[config.mk]
export PLATFORM = sky130hd
export DESIGN_NAME = ssr_status_range
export DESIGN_NICKNAME = d
export VERILOG_FILES = /design/src/rtl/ssr_pkg.sv /design/src/rtl/ssr_status_range.sv
export VERILOG_INCLUDE_DIRS = /design/src /design/src/rtl
export SDC_FILE = /design/constraint.sdc
export NUM_CORES = 1
export LEC_CHECK = 0
export BUFFER_PORTS_ARGS = -buffer_cell sky130_fd_sc_hd__buf_2
export CORE_UTILIZATION = 50
export DETAILED_ROUTE_END_ITERATION = 8
export GPL_TIMING_DRIVEN = 0
export PLACE_DENSITY = 0.75
export SLEW_MARGIN = 20
export SYNTH_ARGS = -nofsm -noshare
export SYNTH_HDL_FRONTEND = slang
export SYNTH_SLANG_ARGS = --single-unit
export TNS_END_PERCENT = 30
[constraint.sdc]
create_clock -name clk -period 2.9 [get_ports clk]
set_clock_uncertainty 0.1 [all_clocks]
set_input_delay 0.58 -clock clk [delete_from_list [all_inputs] [get_ports clk]]
set_output_delay 0.58 -clock clk [all_outputs]
set_load 0.01 [all_outputs]
[src/rtl/ssr_regs.svh]
// constants for the supply status and range block
`ifndef SSR_REGS_SVH
`define SSR_REGS_SVH

// ----------------------------------------------------------------
// operation register bit positions and masks
// ----------------------------------------------------------------
`define SSR_BIT_CURR_REG   10
`define SSR_BIT_VOLT_REG   8
`define SSR_OPER_USED      16'h0521
`define SSR_OPER_MAX       16'h0521
`define SSR_OPER_RESET     16'h0000

// ----------------------------------------------------------------
// argument codes, error and answer formats
// ----------------------------------------------------------------
`define SSR_RANGE_FULL     16'h0001
`define SSR_RANGE_QUARTER  16'h0004
`define SSR_BOOL_ON        16'h0001
`define SSR_BOOL_OFF       16'h0000
`define SSR_ERR_RANGE      (-16'sd222)
`define SSR_EXP_MILLI      (-4'sd3)
`define SSR_EXP_UNITY      4'sd0

`endif

[src/rtl/ssr_pkg.sv]
// types shared by the supply status and range block
`default_nettype none

package ssr_pkg;

  // decoded host commands and queries
  typedef enum logic [3:0] {
    SSR_CMD_RST,
    SSR_CMD_VOLT_SET,
    SSR_CMD_VOLT_AUTO,
    SSR_CMD_CURR_AUTO,
    SSR_CMD_VOLT_RANGE,
    SSR_CMD_CURR_RANGE,
    SSR_CMD_RANGE_Q,
    SSR_CMD_TRIG_SET,
    SSR_CMD_TRIG_Q,
    SSR_CMD_TRIGGER,
    SSR_CMD_LIMIT_SET,
    SSR_CMD_COND_Q,
    SSR_CMD_ENAB_SET,
    SSR_CMD_ENAB_Q,
    SSR_CMD_EVENT_Q,
    SSR_CMD_PRESET
  } ssr_cmd_t;

endpackage : ssr_pkg

`default_nettype wire

[src/rtl/ssr_status_range.sv]
// settings, range selection and operation status of the supply card
//
// How it works
// - power up and reset enable autoranging
// - auto 0 or explicit range disables autoranging
// - autorange picks full above quarter scale
// - auto argument 1 on, 0 off
// - triggered voltage applied only on trigger
// - triggered value above maximum posts -222
// - triggered value above limit stores limit
// - triggered query returns value with exponent
// - condition register follows live state unlatched
// - bit 10 current mode, bit 8 voltage
// - summary is OR of enabled events
// - mask accepts 0 to 1313, reads back
// - event register read only, latches events
// - event read returns value then clears
// - preset clears condition registers to zero
// - range 1 full, 4 quarter, auto off
`timescale 1ns/1ps
`default_nettype none
`include "ssr_regs.svh"

module ssr_status_range
  import ssr_pkg::*;
#(
  parameter int          VW         = 16,
  parameter logic [15:0] VOLT_MAX   = 16'h2710,
  parameter logic [15:0] FULL_SCALE = 16'h2710
) (
  input  wire logic          clk,
  input  wire logic          rst,
  input  wire logic          cmd_valid,
  input  wire ssr_cmd_t      cmd_code,
  input  wire logic [VW-1:0] cmd_arg,
  input  wire logic          curr_reg_pin,
  input  wire logic          volt_reg_pin,
  output logic               resp_valid,
  output logic [VW-1:0]      resp_value,
  output logic signed [3:0]  resp_exp,
  output logic               err_valid,
  output logic signed [15:0] err_code,
  output logic               autorange_on,
  output logic               range_full,
  output logic [VW-1:0]      out_volt,
  output logic               ques_cond_clear,
  output logic               oper_summary
);

  if (VW != 16) begin : g_bad_width
    $error("ssr_status_range: VW must be 16");
  end
  if (VOLT_MAX == 16'h0000 || FULL_SCALE < 16'h0004) begin : g_bad_scale
    $error("ssr_status_range: bad scale parameters");
  end

  localparam logic [VW-1:0] QUARTER = FULL_SCALE >> 2;

  // ----------------------------------------------------------------
  // command decode
  // ----------------------------------------------------------------
  logic is_rst, is_vset, is_auto, is_range, is_tset, is_tq, is_trg;
  logic is_lim, is_condq, is_ensl, is_enq, is_evq, is_pres, is_rq;
  logic arg_on, arg_off, arg_full, arg_quarter;

  always_comb begin
    is_rst   = cmd_valid && cmd_code == SSR_CMD_RST;
    is_vset  = cmd_valid && cmd_code == SSR_CMD_VOLT_SET;
    is_auto  = cmd_valid && (cmd_code == SSR_CMD_VOLT_AUTO || cmd_code == SSR_CMD_CURR_AUTO);
    is_range = cmd_valid && (cmd_code == SSR_CMD_VOLT_RANGE || cmd_code == SSR_CMD_CURR_RANGE);
    is_rq    = cmd_valid && cmd_code == SSR_CMD_RANGE_Q;
    is_tset  = cmd_valid && cmd_code == SSR_CMD_TRIG_SET;
    is_tq    = cmd_valid && cmd_code == SSR_CMD_TRIG_Q;
    is_trg   = cmd_valid && cmd_code == SSR_CMD_TRIGGER;
    is_lim   = cmd_valid && cmd_code == SSR_CMD_LIMIT_SET;
    is_condq = cmd_valid && cmd_code == SSR_CMD_COND_Q;
    is_ensl  = cmd_valid && cmd_code == SSR_CMD_ENAB_SET;
    is_enq   = cmd_valid && cmd_code == SSR_CMD_ENAB_Q;
    is_evq   = cmd_valid && cmd_code == SSR_CMD_EVENT_Q;
    is_pres  = cmd_valid && cmd_code == SSR_CMD_PRESET;
    arg_on      = cmd_arg == `SSR_BOOL_ON;
    arg_off     = cmd_arg == `SSR_BOOL_OFF;
    arg_full    = cmd_arg == `SSR_RANGE_FULL;
    arg_quarter = cmd_arg == `SSR_RANGE_QUARTER;
  end

  // ----------------------------------------------------------------
  // range selection
  // ----------------------------------------------------------------
  logic [VW-1:0] level_r;
  logic [VW-1:0] trig_r;
  logic          trig_over;
  logic          auto_r;
  logic          full_r;

  always_ff @(posedge clk) begin
    if (rst || is_rst) begin
      level_r <= '0;
    end else if (is_vset && !trig_over) begin
      level_r <= cmd_arg;
    end else if (is_trg) begin
      level_r <= trig_r;
    end
  end

  always_ff @(posedge clk) begin
    // on at power up and reset
    if (rst || is_rst) begin
      auto_r <= 1'b1;
    end else if (is_auto && arg_on) begin
      auto_r <= 1'b1;
    end else if ((is_auto && arg_off) || (is_range && (arg_full || arg_quarter))) begin
      auto_r <= 1'b0;
    end
  end

  // values other than 1 and 4 leave the range untouched
  always_ff @(posedge clk) begin
    if (rst) begin
      full_r <= 1'b0;
    end else if (is_range && arg_full) begin
      full_r <= 1'b1;
    end else if (is_range && arg_quarter) begin
      full_r <= 1'b0;
    end else if (auto_r) begin
      full_r <= level_r > QUARTER;
    end
  end

  assign autorange_on = auto_r;
  assign range_full   = full_r;

  // ----------------------------------------------------------------
  // triggered voltage
  // ----------------------------------------------------------------
  logic [VW-1:0] limit_r;
  logic [VW-1:0] out_r;

  assign trig_over = cmd_arg > VOLT_MAX;

  always_ff @(posedge clk) begin
    if (rst) begin
      limit_r <= VOLT_MAX;
    end else if (is_lim && !trig_over) begin
      limit_r <= cmd_arg;
    end
  end

  // out of range value is refused, stored value kept
  always_ff @(posedge clk) begin
    if (rst || is_rst) begin
      trig_r <= '0;
    end else if (is_tset && !trig_over) begin
      trig_r <= (cmd_arg > limit_r) ? limit_r : cmd_arg;
    end
  end

  always_ff @(posedge clk) begin
    if (rst || is_rst) begin
      out_r <= '0;
    end else if (is_vset && !trig_over) begin
      out_r <= cmd_arg;
    end else if (is_trg) begin
      out_r <= trig_r;
    end
  end

  assign out_volt = out_r;

  // ----------------------------------------------------------------
  // operation status group
  // ----------------------------------------------------------------
  logic [1:0]  pin_s1_r;
  logic [1:0]  pin_s2_r;
  logic [1:0]  pin_prev_r;
  logic [15:0] cond_r;
  logic [15:0] mask_r;
  logic [15:0] event_r;
  logic [15:0] rise;
  logic [15:0] cond_prev_r;
  logic        summ_r;

  // pins are asynchronous to clk
  always_ff @(posedge clk) begin
    if (rst) begin
      pin_s1_r <= 2'h0;
      pin_s2_r <= 2'h0;
    end else begin
      pin_s1_r <= {curr_reg_pin, volt_reg_pin};
      pin_s2_r <= pin_s1_r;
    end
  end

  // preset zeroes the register until the live state next changes
  always_ff @(posedge clk) begin
    if (rst) begin
      pin_prev_r <= 2'h0;
      cond_r     <= `SSR_OPER_RESET;
    end else begin
      pin_prev_r <= pin_s2_r;
      if (is_pres) begin
        cond_r <= `SSR_OPER_RESET;
      end else if (pin_s2_r != pin_prev_r) begin
        cond_r <= `SSR_OPER_RESET;
        cond_r[`SSR_BIT_CURR_REG] <= pin_s2_r[1];
        cond_r[`SSR_BIT_VOLT_REG] <= pin_s2_r[0];
      end
    end
  end

  always_ff @(posedge clk) begin
    if (rst) begin
      cond_prev_r <= `SSR_OPER_RESET;
    end else begin
      cond_prev_r <= cond_r;
    end
  end

  assign rise = cond_r & ~cond_prev_r & `SSR_OPER_USED;

  always_ff @(posedge clk) begin
    if (rst) begin
      mask_r <= `SSR_OPER_RESET;
    end else if (is_ensl && cmd_arg <= `SSR_OPER_MAX) begin
      mask_r <= cmd_arg;
    end
  end

  // an edge in the read cycle survives the clear
  always_ff @(posedge clk) begin
    if (rst) begin
      event_r <= `SSR_OPER_RESET;
    end else if (is_evq) begin
      event_r <= rise;
    end else begin
      event_r <= event_r | rise;
    end
  end

  always_ff @(posedge clk) begin
    if (rst) begin
      summ_r <= 1'b0;
    end else begin
      summ_r <= |(event_r & mask_r);
    end
  end

  assign oper_summary    = summ_r;
  assign ques_cond_clear = is_pres;

  // ----------------------------------------------------------------
  // answers and errors
  // ----------------------------------------------------------------
  always_ff @(posedge clk) begin
    if (rst) begin
      resp_valid <= 1'b0;
      resp_value <= '0;
      resp_exp   <= `SSR_EXP_UNITY;
    end else begin
      resp_valid <= is_rq || is_tq || is_condq || is_enq || is_evq;
      resp_exp   <= `SSR_EXP_UNITY;
      if (is_rq) begin
        resp_value <= full_r ? `SSR_RANGE_FULL : `SSR_RANGE_QUARTER;
      end else if (is_tq) begin
        resp_value <= trig_r;
        resp_exp   <= `SSR_EXP_MILLI;
      end else if (is_condq) begin
        resp_value <= cond_r;
      end else if (is_enq) begin
        resp_value <= mask_r;
      end else if (is_evq) begin
        resp_value <= event_r;
      end
    end
  end

  always_ff @(posedge clk) begin
    if (rst) begin
      err_valid <= 1'b0;
      err_code  <= 16'sh0000;
    end else if (((is_tset || is_lim || is_vset) && trig_over) ||
                 (is_ensl && cmd_arg > `SSR_OPER_MAX)) begin
      err_valid <= 1'b1;
      err_code  <= `SSR_ERR_RANGE;
    end else begin
      err_valid <= 1'b0;
    end
  end
endmodule : ssr_status_range

`default_nettype wire

==> Word level (Yosys, flattened, before mapping) <==
Cells that the tools add are included.
{ "word_totals": {"inputBits": 25, "regBits": 116, "output_inout_bits": 58, "wordCells": 109} }
{ "classes": {"n_reduce_logical": 48, "muxes": 15, "n_eq_ne": 18, "order_cmp": 5, "bitwise_logic": 4} }
{ "ops": {"columns": ["op", "n"], "rows": [
  ["16-bit two-way mux", 8],
  ["4-bit == test, second input constant", 8],
  ["1-bit logical AND", 25],
  ["16-bit bitwise AND", 1],
  ["16-bit by 1-bit == test with 1-bit output, second input constant", 1],
  ["16-bit by 3-bit == test with 1-bit output, second input constant", 1],
  ["4-bit by 3-bit == test with 1-bit output, second input constant", 4],
  ["16-bit by 11-bit > comparator with 1-bit output, second input constant", 1],
  ["16-bit by 12-bit > comparator with 1-bit output, second input constant", 1],
  ["16-bit by 14-bit > comparator with 1-bit output, second input constant", 1],
  ["16-bit > comparator", 1],
  ["16-bit by 11-bit <= comparator with 1-bit output, second input constant", 1],
  ["16-bit logical NOT", 1],
  ["16-bit by 11-bit OR with 16-bit output", 1],
  ["16-bit OR reduction", 1],
  ["1-bit logical OR", 12],
  ["11-bit bitwise AND", 1],
  ["11-bit two-way mux", 1],
  ["11-bit inverter", 1],
  ["4-bit by 2-bit == test with 1-bit output, second input constant", 2],
  ["2-bit OR reduction", 4],
  ["5-bit nonzero test", 1],
  ["4-bit by 1-bit == test with 1-bit output, second input constant", 1],
  ["4-bit logical NOT", 1],
  ["7 further kinds", 10]
]} }

==> Longest topological paths before layout <==
{ "depth": {"ltp_word": 7, "mapped_depth": 10} }

==> Worst setup path before layout <==
Ideal clock, no wire load.
{ "synth_timing": {"path_kind": "input -> register", "start": "input cmd_arg[5]", "end": "register limit_r[5]", "stages": 7, "arrival_ns": 2.620, "path_slack_ns": 0.053, "t_required_ns": 2.672, "path_cell_list": "clkbuf_1 or4b_1 or4_4 a2111oi_4 buf_6 mux2i_1 nor2_1"} }
{ "synth_between": {"elab_chain_len": 3} }
{ "synth_lines": {"columns": ["item", "line", "source"], "rows": [
  ["start, declared", "ssr_status_range.sv:35", "input wire logic [VW-1:0] cmd_arg,"],
  ["16-bit by 14-bit > comparator with 1-bit output", "ssr_status_range.sv:139", "assign trig_over = cmd_arg > VOLT_MAX;"],
  ["1-bit logical NOT", "ssr_status_range.sv:144", "end else if (is_lim && !trig_over) begin"],
  ["1-bit logical AND", "ssr_status_range.sv:144", null],
  ["end signal, assigned", "ssr_status_range.sv:145", "limit_r <= cmd_arg;"],
  ["end, declared", "ssr_status_range.sv:136", "logic [VW-1:0] limit_r;"]
]} }
Several ways; a longest one is shown, not always the timed one.
A chain may end at the register's enable or synchronous reset.

==> Final worst setup path <==
{ "layout_timing": {"start": "input cmd_arg[5]", "end": "register limit_r[12]"} }
{ "layout_between": {"elab_chain_len": 3} }
{ "layout_lines": {"columns": ["item", "line"], "rows": [
  ["16-bit by 14-bit > comparator with 1-bit output", "ssr_status_range.sv:139"],
  ["1-bit logical NOT", "ssr_status_range.sv:144"],
  ["1-bit logical AND", "ssr_status_range.sv:144"]
]} }
No other way between the ends.

==> impl_metrics.json <==
{
  "status": "completed",
  "drive_gt1_share_pct": 19.7,
  "drc": 0,
  "arrival_ns": 2.99,
  "setup_tns_ns": 0,
  "period_share_pct": 98.2,
  "final_nets": 666,
  "fin_util_pct": 59.3,
  "period_needed_ns": 2.85,
  "antenna_found_initial": 0,
  "power.density_nw_per_um2": 464,
  "hold_class": "in2reg",
  "worstPathRequired_ns": 3.04,
  "portBuffers": 72,
  "rsz0062_at_grt": "yes",
  "die-area_um2": 9830,
  "grt_max_degree": 21,
  "ioPinCount": 83,
  "netlist_area_um2": 4720,
  "placed_area_um2": 5240,
  "wl_um": 12500,
  "htree_levels": 3,
  "ys_ff_latch": 99,
  "min_from": "volt_reg_pin",
  "vias_per_cell": 5.75,
  "die_h_um": 99.1,
  "ys_types": 50,
  "drt_first_iter_violations": 315,
  "rows": 35,
  "grt_pass1_vias": 4044,
  "synth_warnings": 0,
  "dieWidth_um": 99.1,
  "setup_viol": 0,
  "cts_sinks": 99,
  "p_leak_uw": 0.00223,
  "cp_max_fo": 10,
  "max_cap_violations": 0,
  "detailed_place_hpwl_um": 9440,
  "track_usage_pct": 26.6,
  "clkPwrFrac_pct": 35.7,
  "gp_congestion": 0.920,
  "core_um2": 9200,
  "start_util_pct": 51.3,
  "power_switching_uw": 719,
  "cts_buffers": 9,
  "fillers": 818,
  "slew_violations": 0,
  "overflow": 0,
  "area_growth_pct": 15.6,
  "reg2regPathDepth": 9,
  "crit_path_start_kind": "input pin",
  "critPathLaunch": "cmd_arg[5]",
  "synthCells": 539,
  "r2r_slack_ns": 0.34,
  "synth_edf_count": 0,
  "ys_async_sr_fraction_pct": 0,
  "hold_violations": 0,
  "cts_buffer_depth": 2,
  "wire_per_inst_um": 16.9,
  "ant_nets": 0,
  "clockRootBuffer": "clkbuf_8",
  "relSlewSlack_pct": 32.6,
  "switching_share_pct": 28.4,
  "internal_power_uw": 1810,
  "cp-end-kind": "register",
  "fin_total_pwr_uw": 2530,
  "max_freq_mhz": 351,
  "endpoint": "limit_r[12]$_SDFFE_PP0P_",
  "r2r-start": "limit_r[7]$_SDFFE_PP0P_",
  "crit_type": "in2reg",
  "avgSynthCellArea_um2": 8.75,
  "clock_latency_ns": 0.38,
  "tightestPinTransition_ns": 1.00,
  "timing.final.ws_setup_ns": 0.0528,
  "multi_input_area_um2": 2390,
  "register_area_um2": 1980,
  "diodes": 0,
  "clk_pin_slew_worst_paths_ns": 0.11,
  "p_comb_share_pct": 9.7,
  "via_count": 4261,
  "ir_worst_vdd_v": 0.000220,
  "cts_tree": "yes",
  "yosysSeqAreaShare_pct": 42.0,
  "drt_first_pass_iters": 6,
  "seq_power_share_pct": 54.6,
  "ys.flop_type": "dfxtp_1",
  "rr_endpoint": "trig_r[1]$_SDFFE_PP0P_",
  "grt_pass1_wl_um": 20300,
  "design_area_um2": 5460,
  "dpl_worst_slack_ns": -0.344
}
-- metrics by stage --
step | std cells | hold WS (ns)
3_3_place_gp | 728 | 0.325
5_1_grt | 741 | 0.322
2_1_floorplan | 545 | 0.314
4_1_cts | 744 | 0.309
3_5_place_dp | 728 | 0.329
6_report | 741 | 0.315
-- sequential cells by signal, summed over array words and instances, names as in the netlist --
register and flops:
resp_exp 1, cond_prev_r 2, resp_value 16, event_r 2, pin_s1_r 2, trig_r 16
pin_prev_r 2, pin_s2_r 2, cond_r 2, autorange_on 1, err_valid 1, out_volt 16
range_full 1, resp_valid 1, limit_r 16, err_code 1, mask_r 16, oper_summary 1
-- power by group through the flow --
stage / combinational (uW) / clock (uW) / sequential [uW]
after floorplan: 156 / 0 / 1410
after global placement: 234 / 0 / 1410
after detailed placement: 241 / 0 / 1410
after CTS: 242 / 917 / 1380
after global routing: 269 / 973 / 1380
final: 246 / 904 / 1380
-- worst min path at each step --
stage	depth (start not counted)	slack (ns)	end
floorplan	1	0.31	pin_s2_r[0]$_SDFF_PP0_
finish	2	0.31	pin_s1_r[0]$_SDFF_PP0_
CTS	2	0.31	pin_s1_r[0]$_SDFF_PP0_
detailed placement	1	0.33	pin_s2_r[1]$_SDFF_PP0_
global placement	1	0.33	pin_s2_r[0]$_SDFF_PP0_
global route	2	0.32	pin_s1_r[0]$_SDFF_PP0_
-- final cells by class --
class                   instances  share of cell area, %
plain buffers                  50                   5.18
clock buffers                   9                   2.27
clock inverters                 7                   1.44
inverters                      25                   1.72
multi-input cells             368                   43.9
flip-flops and latches         99                   36.3
well taps                     111                   2.55
repair buffers                 72                   6.61
-- cell usage after synthesis (all sizes together), types with 6 or more instances --
| cell | instances | area share (%) |
|---|---|---|
| a211oi | 17 | 2.8 |
| a21oi | 30 | 3.3 |
| a22oi | 15 | 2.4 |
| and2 | 7 | 0.93 |
| buf | 31 | 4.4 |
| clkbuf | 22 | 1.8 |
| dfxtp | 99 | 42 |
| ha | 16 | 4.2 |
| inv | 25 | 2.0 |
| mux2i | 51 | 11 |
| nand2 | 46 | 3.7 |
| nand3 | 8 | 0.85 |
| nor2 | 60 | 4.8 |
| nor2b | 8 | 1.1 |
| nor3 | 11 | 1.2 |
| nor4 | 6 | 0.80 |
| o211ai | 6 | 0.95 |
| o21ai | 32 | 3.4 |
-- routing by layer --
layer  global-route usage (%)  wire, um  vias up
li1                         -         -     2045
met1                     35.8      5300     2012
met2                     43.5      5970      181
met3                     4.36       997       23
met4                     9.16       216        0
met5                        0         0        -
-- timing repair --
action / CTS / global route
hold buffers: 0 / 0
setup buffers: 0 / 0
pin swaps: 0 / 1
resized for setup: 1 / 7
cloned: 0 / 0
setup endpoints to repair: 1 / 47
-- kinds of logic after synthesis --
family	count (synthesis)	share of synthesized area, %
XOR/XNOR	4	0.743
flip-flops	99	42.0
multiplexers	51	10.8
adder cells (fa/ha/maj)	16	4.24
AO/OA/AOI/OAI	125	17.6
other	1	0.0795
AND/OR/NAND/NOR	165	16.4
buffers and inverters	78	8.09
-- worst max-delay path: stages --
cell,delay (ns)
buf_2,0.11
clkbuf_1,0.23
or4b_1,0.59
or4_4,0.55
a2111oi_4,0.43
buf_6,0.23
mux2i_1,0.20
nor2_1,0.06
-- layout by cell type, fill, tap and decap left out, drive strengths merged, types with 11 or more instances in the layout --
cell type	n
a211oi	17
clkbuf	27
mux2i	51
buf	104
a22oi	15
o21ai	32
nor2	60
inv	30
a21oi	30
dfxtp	99
nand2	46
nor3	11
ha	16
No activity file was read; power rests on OpenSTA's default activity.
